--- src/shared/spi_clkstop_map.vh ---
// constants for the clock-stop spi master of the serial port
// assumes inclusion by bare name from the design files
`ifndef SPI_CLKSTOP_MAP_VH
`define SPI_CLKSTOP_MAP_VH

// ============================================================
// clock halt mode encodings
`define HALT_MODE_LATE  2'h2
`define HALT_MODE_EARLY 2'h3
`define HALT_MODE_ON_BIT 1

// ============================================================
// reset values
`define SELECT_IDLE_FF 1'h0
`define DATA_OUT_RST 1'h0

// ============================================================
// sequencer states
`define ST_IDLE 3'h0
`define ST_PRE 3'h1
`define ST_LEAD 3'h2
`define ST_TRAIL 3'h3
`define ST_POST1 3'h4
`define ST_POST2 3'h5

`endif

--- src/serial_port_spi_master.v ---
// serial port as spi master in clock-stop mode: select, bit clock, data
// assumes inputs are synchronous to clk_sys and config is steady per word
`timescale 1ns/1ns
`include "spi_clkstop_map.vh"

//
// Contract
// [RL1] period is (1 + divide) times 2 system cycles
// [RL2] low phase half, or divide/2 units if even
// [RL3] high phase half, or divide/2+1 units if even
// [RL4] frame sync inverted into active-low select
// [RL5] software sets master source modes 1,1,0,0
// [RL6] select low before first enabling clock edge
// [RL7] mode 11b pol0: first rise one period after
// [RL8] mode 11b pol0: select ends low-phase after fall
// [RL9] sample on rise: 11b pol0, 10b pol1
// [RL10] mode 11b pol1: sample on falling edge
// [RL11] launch on falling edge in three configurations
// [RL12] mode 10b pol1: first fall after high phase
// [RL13] pol1 select end: 10b period, 11b high-phase
// [RL14] mode 11b: first bit half period after select
// [RL15] data output released after last bit closes
// [RL16] mode 10b pol0: launch rise, sample fall
// [RL17] clock toggles only during words, idles at polarity
// [RL18] one bit out and in per period
module serial_port_spi_master #(
    parameter WORD_W = 8,
    parameter DIV_W = 8
) (
    input wire clk_sys,
    input wire reset,
    input wire [1:0] clock_halt_mode,
    input wire tx_clock_polarity,
    input wire [DIV_W-1:0] bit_clock_divider,
    input wire tx_sync_polarity,
    input wire rx_sync_polarity,
    input wire tx_clock_source_mode,
    input wire tx_sync_source_mode,
    input wire rx_clock_source_mode,
    input wire rx_sync_source_mode,
    input wire [WORD_W-1:0] tx_word,
    input wire tx_valid,
    output wire tx_ready,
    output reg [WORD_W-1:0] rx_word,
    output reg rx_valid,
    output reg busy,
    output reg tx_bit_clock,
    output wire tx_frame_sync,
    output wire serial_data_out,
    output reg serial_data_out_oe,
    input wire serial_data_in
);
    localparam LEN_W = DIV_W + 1;
    localparam CNT_W = 8;

    // ============================================================
    // phase lengths in clk_sys cycles; one unit of 2P is two cycles
    function [LEN_W-1:0] phase_len;
        input [DIV_W-1:0] div;
        input high;
        begin
            if (div[0] || div == {DIV_W{1'b0}}) begin
                phase_len = {1'b0, div} + {{(LEN_W-1){1'b0}}, 1'b1}; // [RL2] [RL3]
            end else if (high) begin
                phase_len = {1'b0, div} + {{(LEN_W-2){1'b0}}, 2'h2}; // [RL3]
            end else begin
                phase_len = {1'b0, div}; // [RL2]
            end
        end
    endfunction

    reg [2:0] state_ff;
    reg frame_act_ff;
    reg data_ff;
    reg [WORD_W-1:0] tx_sh_ff;
    reg [CNT_W-1:0] sent_ff;
    reg [CNT_W-1:0] cyc_ff;
    reg pend_ff;
    reg mode_early_ff;
    reg pol_ff;
    reg [DIV_W-1:0] div_ff;
    reg load;
    reg [LEN_W-1:0] load_len;
    wire phase_done;
    wire cfg_ok;
    wire [LEN_W-1:0] idle_len;
    wire [LEN_W-1:0] act_len;
    wire samp_rise;
    wire launch_rise;

    // the block only runs when software set up master clock-stop use;
    // anything else stalls the word source rather than misdrive pins
    assign cfg_ok = clock_halt_mode[`HALT_MODE_ON_BIT] &&
        tx_clock_source_mode && tx_sync_source_mode &&
        !rx_clock_source_mode && !rx_sync_source_mode && // [RL5]
        tx_sync_polarity && rx_sync_polarity; // [RL4]
    assign tx_ready = (state_ff == `ST_IDLE) && cfg_ok;
    assign tx_frame_sync = frame_act_ff ^ tx_sync_polarity; // [RL4]
    assign serial_data_out = data_ff;

    // idle-level phase and the opposite phase of the bit clock
    assign idle_len = phase_len(div_ff, pol_ff);
    assign act_len = phase_len(div_ff, !pol_ff);
    assign samp_rise = mode_early_ff ? !pol_ff : pol_ff; // [RL9] [RL10] [RL16]
    assign launch_rise = !mode_early_ff && !pol_ff; // [RL11] [RL16]

    clock_halt_divider #(
        .LEN_W(LEN_W)
    ) u_div (
        .clk_sys(clk_sys),
        .reset(reset),
        .load(load),
        .len(load_len),
        .phase_done(phase_done)
    );

    // ============================================================
    // divider reload requests
    always @* begin
        load = 1'b0;
        load_len = idle_len;
        case (state_ff)
            `ST_IDLE: begin
                if (tx_valid && cfg_ok) begin
                    load = 1'b1;
                    if (clock_halt_mode == `HALT_MODE_EARLY) begin
                        load_len = phase_len(bit_clock_divider,
                            !tx_clock_polarity); // [RL14]
                    end else begin
                        load_len = phase_len(bit_clock_divider,
                            tx_clock_polarity); // [RL12]
                    end
                end
            end
            `ST_PRE: begin
                load = phase_done; // [RL7]
            end
            `ST_LEAD: begin
                load = phase_done;
                load_len = act_len; // [RL1]
            end
            `ST_TRAIL: begin
                load = phase_done;
            end
            `ST_POST1: begin
                load = phase_done && !mode_early_ff;
                load_len = act_len; // [RL13]
            end
            default: begin
                load = 1'b0;
            end
        endcase
    end

    // ============================================================
    // sequencer
    always @(posedge clk_sys or posedge reset) begin
        if (reset) begin
            state_ff <= `ST_IDLE;
            frame_act_ff <= `SELECT_IDLE_FF;
            data_ff <= `DATA_OUT_RST;
            serial_data_out_oe <= 1'b0;
            tx_bit_clock <= 1'b0;
            tx_sh_ff <= {WORD_W{1'b0}};
            rx_word <= {WORD_W{1'b0}};
            rx_valid <= 1'b0;
            busy <= 1'b0;
            sent_ff <= {CNT_W{1'b0}};
            cyc_ff <= {CNT_W{1'b0}};
            pend_ff <= 1'b0;
            mode_early_ff <= 1'b0;
            pol_ff <= 1'b0;
            div_ff <= {DIV_W{1'b0}};
        end else begin
            rx_valid <= 1'b0;
            case (state_ff)
                `ST_IDLE: begin
                    tx_bit_clock <= tx_clock_polarity; // [RL17]
                    if (tx_valid && cfg_ok) begin
                        mode_early_ff <= (clock_halt_mode == `HALT_MODE_EARLY);
                        pol_ff <= tx_clock_polarity;
                        div_ff <= bit_clock_divider;
                        frame_act_ff <= 1'b1; // [RL6]
                        busy <= 1'b1;
                        sent_ff <= {CNT_W{1'b0}};
                        cyc_ff <= {CNT_W{1'b0}};
                        pend_ff <= 1'b0;
                        tx_sh_ff <= tx_word;
                        if (clock_halt_mode == `HALT_MODE_EARLY) begin
                            state_ff <= `ST_PRE; // [RL14]
                        end else begin
                            data_ff <= tx_word[WORD_W-1];
                            serial_data_out_oe <= 1'b1;
                            tx_sh_ff <= {tx_word[WORD_W-2:0], 1'b0};
                            sent_ff <= {{(CNT_W-1){1'b0}}, 1'b1};
                            state_ff <= `ST_LEAD;
                        end
                    end
                end
                `ST_PRE: begin
                    if (phase_done) begin
                        data_ff <= tx_sh_ff[WORD_W-1]; // [RL14]
                        serial_data_out_oe <= 1'b1;
                        tx_sh_ff <= {tx_sh_ff[WORD_W-2:0], 1'b0};
                        sent_ff <= {{(CNT_W-1){1'b0}}, 1'b1};
                        state_ff <= `ST_LEAD; // [RL7]
                    end
                end
                `ST_LEAD, `ST_TRAIL: begin
                    if (phase_done) begin
                        // edge happens now; new level is !tx_bit_clock
                        tx_bit_clock <= !tx_bit_clock; // [RL17]
                        if (samp_rise == !tx_bit_clock) begin
                            rx_word <= {rx_word[WORD_W-2:0],
                                serial_data_in}; // [RL18]
                        end
                        // sample and launch may share an edge in 11b pol1
                        if (launch_rise == !tx_bit_clock &&
                            (pend_ff || samp_rise == !tx_bit_clock) &&
                            sent_ff < WORD_W[CNT_W-1:0]) begin
                            data_ff <= tx_sh_ff[WORD_W-1]; // [RL11] [RL18]
                            tx_sh_ff <= {tx_sh_ff[WORD_W-2:0], 1'b0};
                            sent_ff <= sent_ff + {{(CNT_W-1){1'b0}}, 1'b1};
                            pend_ff <= 1'b0;
                        end else if (samp_rise == !tx_bit_clock) begin
                            pend_ff <= 1'b1;
                        end
                        if (state_ff == `ST_LEAD) begin
                            state_ff <= `ST_TRAIL;
                        end else if (cyc_ff ==
                            WORD_W[CNT_W-1:0] - {{(CNT_W-1){1'b0}}, 1'b1}) begin
                            if (mode_early_ff) begin
                                serial_data_out_oe <= 1'b0; // [RL15]
                            end
                            state_ff <= `ST_POST1;
                        end else begin
                            cyc_ff <= cyc_ff + {{(CNT_W-1){1'b0}}, 1'b1};
                            state_ff <= `ST_LEAD;
                        end
                    end
                end
                `ST_POST1: begin
                    if (phase_done) begin
                        serial_data_out_oe <= 1'b0; // [RL15]
                        if (mode_early_ff) begin
                            frame_act_ff <= 1'b0; // [RL8] [RL13]
                            busy <= 1'b0;
                            rx_valid <= 1'b1;
                            state_ff <= `ST_IDLE;
                        end else begin
                            state_ff <= `ST_POST2;
                        end
                    end
                end
                `ST_POST2: begin
                    if (phase_done) begin
                        frame_act_ff <= 1'b0; // [RL13]
                        busy <= 1'b0;
                        rx_valid <= 1'b1;
                        state_ff <= `ST_IDLE;
                    end
                end
                default: begin
                    state_ff <= `ST_IDLE;
                end
            endcase
        end
    end
endmodule // serial_port_spi_master

--- src/clock_halt_divider.v ---
// phase timer for the bit clock: pulses once a loaded length has run out
// assumes load is a one-cycle pulse and len is at least one
`timescale 1ns/1ns
module clock_halt_divider #(
    parameter LEN_W = 9
) (
    input wire clk_sys,
    input wire reset,
    input wire load,
    input wire [LEN_W-1:0] len,
    output wire phase_done
);
    reg [LEN_W-1:0] cnt_ff;
    reg [LEN_W-1:0] nxt_cnt;

    // ============================================================
    // countdown
    always @* begin
        nxt_cnt = cnt_ff;
        if (load) begin
            nxt_cnt = len;
        end else if (cnt_ff != {LEN_W{1'b0}}) begin
            nxt_cnt = cnt_ff - {{(LEN_W-1){1'b0}}, 1'b1};
        end
    end

    always @(posedge clk_sys or posedge reset) begin
        if (reset) begin
            cnt_ff <= {LEN_W{1'b0}};
        end else begin
            cnt_ff <= nxt_cnt;
        end
    end

    // one-cycle enable when the phase has lasted len cycles; it must not
    // depend on load, since the sequencer derives load from this enable
    assign phase_done = (cnt_ff == {{(LEN_W-1){1'b0}}, 1'b1});
endmodule // clock_halt_divider

--- config.mk ---
export PLATFORM = sky130hd
export DESIGN_NAME = serial_port_spi_master
export DESIGN_NICKNAME = d
export VERILOG_FILES = /design/src/serial_port_spi_master.v /design/src/clock_halt_divider.v
export VERILOG_INCLUDE_DIRS = /design/src /design/src/shared
export SDC_FILE = /design/constraint.sdc
export NUM_CORES = 1
export LEC_CHECK = 0
export BUFFER_PORTS_ARGS = -buffer_cell sky130_fd_sc_hd__buf_2
export CORE_MARGIN = 4
export CORE_UTILIZATION = 55
export CTS_BUF_LIST = sky130_fd_sc_hd__clkbuf_8
export CTS_CLUSTER_DIAMETER = 60
export CTS_CLUSTER_SIZE = 10
export DETAILED_ROUTE_END_ITERATION = 7
export PLACE_DENSITY = 0.78
export SLEW_MARGIN = 0
export SYNTH_ARGS = -nofsm -noshare
export SYNTH_HDL_FRONTEND = slang
export SYNTH_HIERARCHICAL = 1
export SYNTH_SLANG_ARGS = --single-unit
--- constraint.sdc ---
create_clock -name clk_sys -period 2.3 [get_ports clk_sys]
set_input_delay 0.345 -clock clk_sys [delete_from_list [all_inputs] [get_ports clk_sys]]
set_output_delay 0.345 -clock clk_sys [all_outputs]
set_load 0.005 [all_outputs]
==> metrics <==
run status completed; capturing element type of the critical path flip-flop; number of antenna violations at the first check in global routing 0; setup repair after global routing missed its margin yes; fin nets 628; share of layout cells above drive strength 1 0.354; clock network latency to the later pin of the worst-skew pair 0.36 ns; Min Clock Period, post-route 2.28 ns; kind of critical path flip-flop to flip-flop; global placement routability congestion 0.926; Max clock buf depth 2; area leader, netlist sky130_fd_sc_hd__dfrtp_1; Final Non-Filler Cells 692; starting utilization of the core area 0.565; Max Cap Viol 0; number of fillers in the final layout 546; prevailing post-synth register cell sky130_fd_sc_hd__dfrtp_1; type of origin of the critical path flip-flop; Rel. slew slack 0.572; Crit-path slowest cell sky130_fd_sc_hd__or4b_4; area share of the largest cell type after synthesis 0.367; vias in the first global route 3,947; endpoint of the worst register-to-register path u_div/cnt_ff[2]$_DFFE_PP0P_; CTS tree done; maximum number of pins on one net before global-route repair 28; fraction of the core area covered by cells at the end of the flow 0.736; number of instances in the synthesized netlist 490; total DRC errors in the routed layout 0; clk_skew 0.00964 ns; warning count from the yosys run 6; Ant. Diodes 0; overall die width 94.3 µm; clock transition at the register clock pins on the worst setup and hold paths after CTS 0.08 ns; data arrival time of the critical path 2.54 ns; critical-path cell list inv_2 -> ha_4 -> or4b_4 -> o41a_1 -> a21oi_1 -> a221o_1 -> o21ai_0 -> o211ai_1 -> nand2_1 -> o31ai_1; worst hold path stage count 2; setup_tns 0 ns; static power due to leakage 2.39 nW; biggest cell delay along the critical path 0.48 ns; Finish-stage setup viols 0; CTS Buf Count 9; H-tree levels 3; residual antenna-violating net count after detailed routing 0; Cells after DPL 666; origin of the worst min-delay path serial_data_in; overall routed net length 11,600 µm; Boundary Pins 44; drt initial violations 327; highest net fanout along the worst path 6; worst reg2reg setup slack 0.02 ns; fraction of registers with async set/reset 1.00; clock sink count 60; Overall Global Routing Usage 0.262; routed via count divided by cell count 6.10; final-report max-slew violation count 0; worst vdd ir 0.000510 V; number of synthesized register bits 60; transition time at the pin with the least slew margin 0.641 ns; routed via count 4,224; maximum operating frequency 0.439 GHz; number of detailed-routing iterations run before antenna repair 7; Final Power 0.00349 W; area added between synthesis and finish 30.3%; number of port buffers 43; pwr dens 655 nW/µm²; required time of the worst setup path 2.56 ns; launching point of the worst reg2reg path div_ff[0]$_DFFE_PP0P_; Die Y 94.3 µm; detailed-route wire length per cell 16.7 µm; commonest cells in the synthesized netlist sky130_fd_sc_hd__nand2_1, sky130_fd_sc_hd__dfrtp_1, sky130_fd_sc_hd__nor2_1, sky130_fd_sc_hd__o21ai_0, sky130_fd_sc_hd__a21oi_1; gate family responsible for the most delay along the worst path compound AO/OA/AOI/OAI gates; library cell used as clock root buffer sky130_fd_sc_hd__clkbuf_8; Congestion Overflow GR 0; post-synthesis cell area 4100 µm²; Rows 31; FF-to-FF path depth 10; period utilization 0.990; HPWL after detailed placement 8110 µm; wire length of the first global-routing pass 18,300 µm; share of the yosys chip area belonging to registers 0.367; die area 8890 µm²; most numerous cell in the Yosys netlist sky130_fd_sc_hd__nand2_1; synthesized area per cell 8.36 µm²; post-synth cell types 71; final hold violations 0; number of flops mapped to enable cells by yosys 0; class of the tightest hold or removal check input pin to flip-flop; synthesized net count 530; Core Footprint 7250 µm²; top area cells in the synthesized netlist sky130_fd_sc_hd__dfrtp_1, sky130_fd_sc_hd__nand2_1, sky130_fd_sc_hd__o21ai_0, sky130_fd_sc_hd__xnor2_1, sky130_fd_sc_hd__ha_1; CP Buf/Inv Count 1; Hold Path Sink rx_word[0]$_DFFE_PP0P_
[worst reg2reg max path: stages (launching register included)]
cell                       delay (ns)
sky130_fd_sc_hd__dfrtp_1         0.40
sky130_fd_sc_hd__inv_2           0.09
sky130_fd_sc_hd__ha_4            0.12
sky130_fd_sc_hd__or4b_4          0.48
sky130_fd_sc_hd__o41a_1          0.43
sky130_fd_sc_hd__a21oi_1         0.16
sky130_fd_sc_hd__a221o_1         0.12
sky130_fd_sc_hd__o21ai_0         0.13
sky130_fd_sc_hd__o211ai_1        0.13
sky130_fd_sc_hd__nand2_1         0.07
sky130_fd_sc_hd__o31ai_1         0.06
[worst max-delay path by stage]
| stage | slack [ns] | depth (start not counted) | end | from |
|---|---|---|---|---|
| after detailed placement | -0.18 | 9 | u_div/cnt_ff[6]$_DFFE_PP0P_ | rx_clock_source_mode |
| after global routing | -0.05 | 10 | u_div/cnt_ff[2]$_DFFE_PP0P_ | div_ff[0]$_DFFE_PP0P_ |
| after CTS | 0.005 | 8 | u_div/cnt_ff[1]$_DFFE_PP0P_ | state_ff[2]$_DFFE_PP0P_ |
| final | 0.02 | 10 | u_div/cnt_ff[2]$_DFFE_PP0P_ | div_ff[0]$_DFFE_PP0P_ |
| after floorplan | -0.02 | 11 | u_div/cnt_ff[5]$_DFFE_PP0P_ | state_ff[0]$_DFFE_PP0P_ |
| after global placement | -0.12 | 10 | u_div/cnt_ff[5]$_DFFE_PP0P_ | rx_clock_source_mode |
[per-stage QoR]
stage | setup WS, ns | hold slack, ns | instance area (µm²)
floorplan | -0.0221 | 0.173 | 4170
global placement | -0.121 | 0.340 | 4820
detailed placement | -0.185 | 0.340 | 4820
CTS | 0.00472 | 0.218 | 5050
global route | -0.0526 | 0.221 | 5340
finish | 0.0239 | 0.219 | 5340
[cell usage in the layout (no fill, tap or decap), types with 4 or more instances in the layout]
| cell type | synthesis | final |
|---|---|---|
| sky130_fd_sc_hd__o21ai_0 | 34 | 31 |
| sky130_fd_sc_hd__buf_2 | 2 | 43 |
| sky130_fd_sc_hd__or3_4 | 2 | 4 |
| sky130_fd_sc_hd__o211ai_1 | 4 | 4 |
| sky130_fd_sc_hd__buf_4 | 0 | 69 |
| sky130_fd_sc_hd__a21oi_1 | 25 | 23 |
| sky130_fd_sc_hd__and2_1 | 6 | 5 |
| sky130_fd_sc_hd__dfrtp_1 | 60 | 60 |
| sky130_fd_sc_hd__nor2_1 | 34 | 32 |
| sky130_fd_sc_hd__or2_2 | 5 | 5 |
| sky130_fd_sc_hd__nor3_1 | 15 | 12 |
| sky130_fd_sc_hd__nand4_1 | 7 | 7 |
| sky130_fd_sc_hd__nor4_2 | 1 | 4 |
| sky130_fd_sc_hd__nor3_2 | 1 | 4 |
| sky130_fd_sc_hd__inv_1 | 15 | 12 |
| sky130_fd_sc_hd__xnor2_1 | 16 | 16 |
| sky130_fd_sc_hd__clkbuf_8 | 0 | 9 |
| sky130_fd_sc_hd__o31ai_1 | 8 | 7 |
| sky130_fd_sc_hd__nand3_1 | 24 | 22 |
| sky130_fd_sc_hd__nand2_2 | 0 | 7 |
| sky130_fd_sc_hd__xor2_1 | 6 | 5 |
| sky130_fd_sc_hd__ha_1 | 11 | 9 |
| sky130_fd_sc_hd__o21ai_1 | 11 | 9 |
| sky130_fd_sc_hd__nor4_1 | 8 | 4 |
| sky130_fd_sc_hd__mux2_2 | 11 | 11 |
| sky130_fd_sc_hd__o21ai_2 | 0 | 4 |
| sky130_fd_sc_hd__nor2b_1 | 5 | 5 |
| sky130_fd_sc_hd__nand2_1 | 80 | 72 |
[cells by family (layout without fill, tap and decap cells)]
family | after synthesis | count (layout) | synth area share
compound gates | 128 | 128 | 0.208
xor+xnor | 22 | 22 | 0.0470
fa+ha+maj | 11 | 11 | 0.0336
buf+inv | 48 | 150 | 0.0577
flops | 60 | 60 | 0.367
mux | 13 | 13 | 0.0351
simple gates | 208 | 209 | 0.252
[metal layers]
layer / part of all wire / track usage / routed length, µm
met5: 0 / 0 / 0
met4: 0.023 / 0.110 / 265
met3: 0.076 / 0.0601 / 875
met2: 0.48 / 0.417 / 5530
met1: 0.42 / 0.343 / 4900
[registers in the layout, indices dropped and copies added (netlist names)]
name                flops
state_ff                3
sent_ff                 8
rx_word                 8
serial_data_out         1
rx_valid                1
frame_act_ff            1
pol_ff                  1
tx_bit_clock            1
cyc_ff                  8
u_div/cnt_ff            9
serial_data_out_oe      1
tx_sh_ff                8
div_ff                  8
pend_ff                 1
mode_early_ff           1
[timing repair]
action                     4_1_cts  5_1_grt
cloned                           0        2
pin swaps                        0       13
buffers inserted                 0        7
setup endpoints to repair       18       30
resized for setup                5       47
hold buffers                     1        0
hold endpoints to repair         9        0
[final cells by class]
| class | instances | area (µm²) | share of cell area |
|---|---|---|---|
| inverters | 16 | 62.6 | 0.0117 |
| clock inverters | 7 | 75.1 | 0.0141 |
| flip-flops and latches | 60 | 1500 | 0.281 |
| repair buffers | 118 | 826 | 0.155 |
| multi-input cells | 383 | 2630 | 0.492 |
| well taps | 99 | 124 | 0.0232 |
| clock buffers | 9 | 124 | 0.0232 |
[power breakdown]
| part | switching [W] | leakage [nW] | internal, W |
|---|---|---|---|
| clock | 0.000474 | 0.104 | 0.000505 |
| combinational | 0.000682 | 1.52 | 0.000536 |
| sequential | 0.000118 | 0.770 | 0.00118 |
No activity file was read; power rests on OpenSTA's default activity.
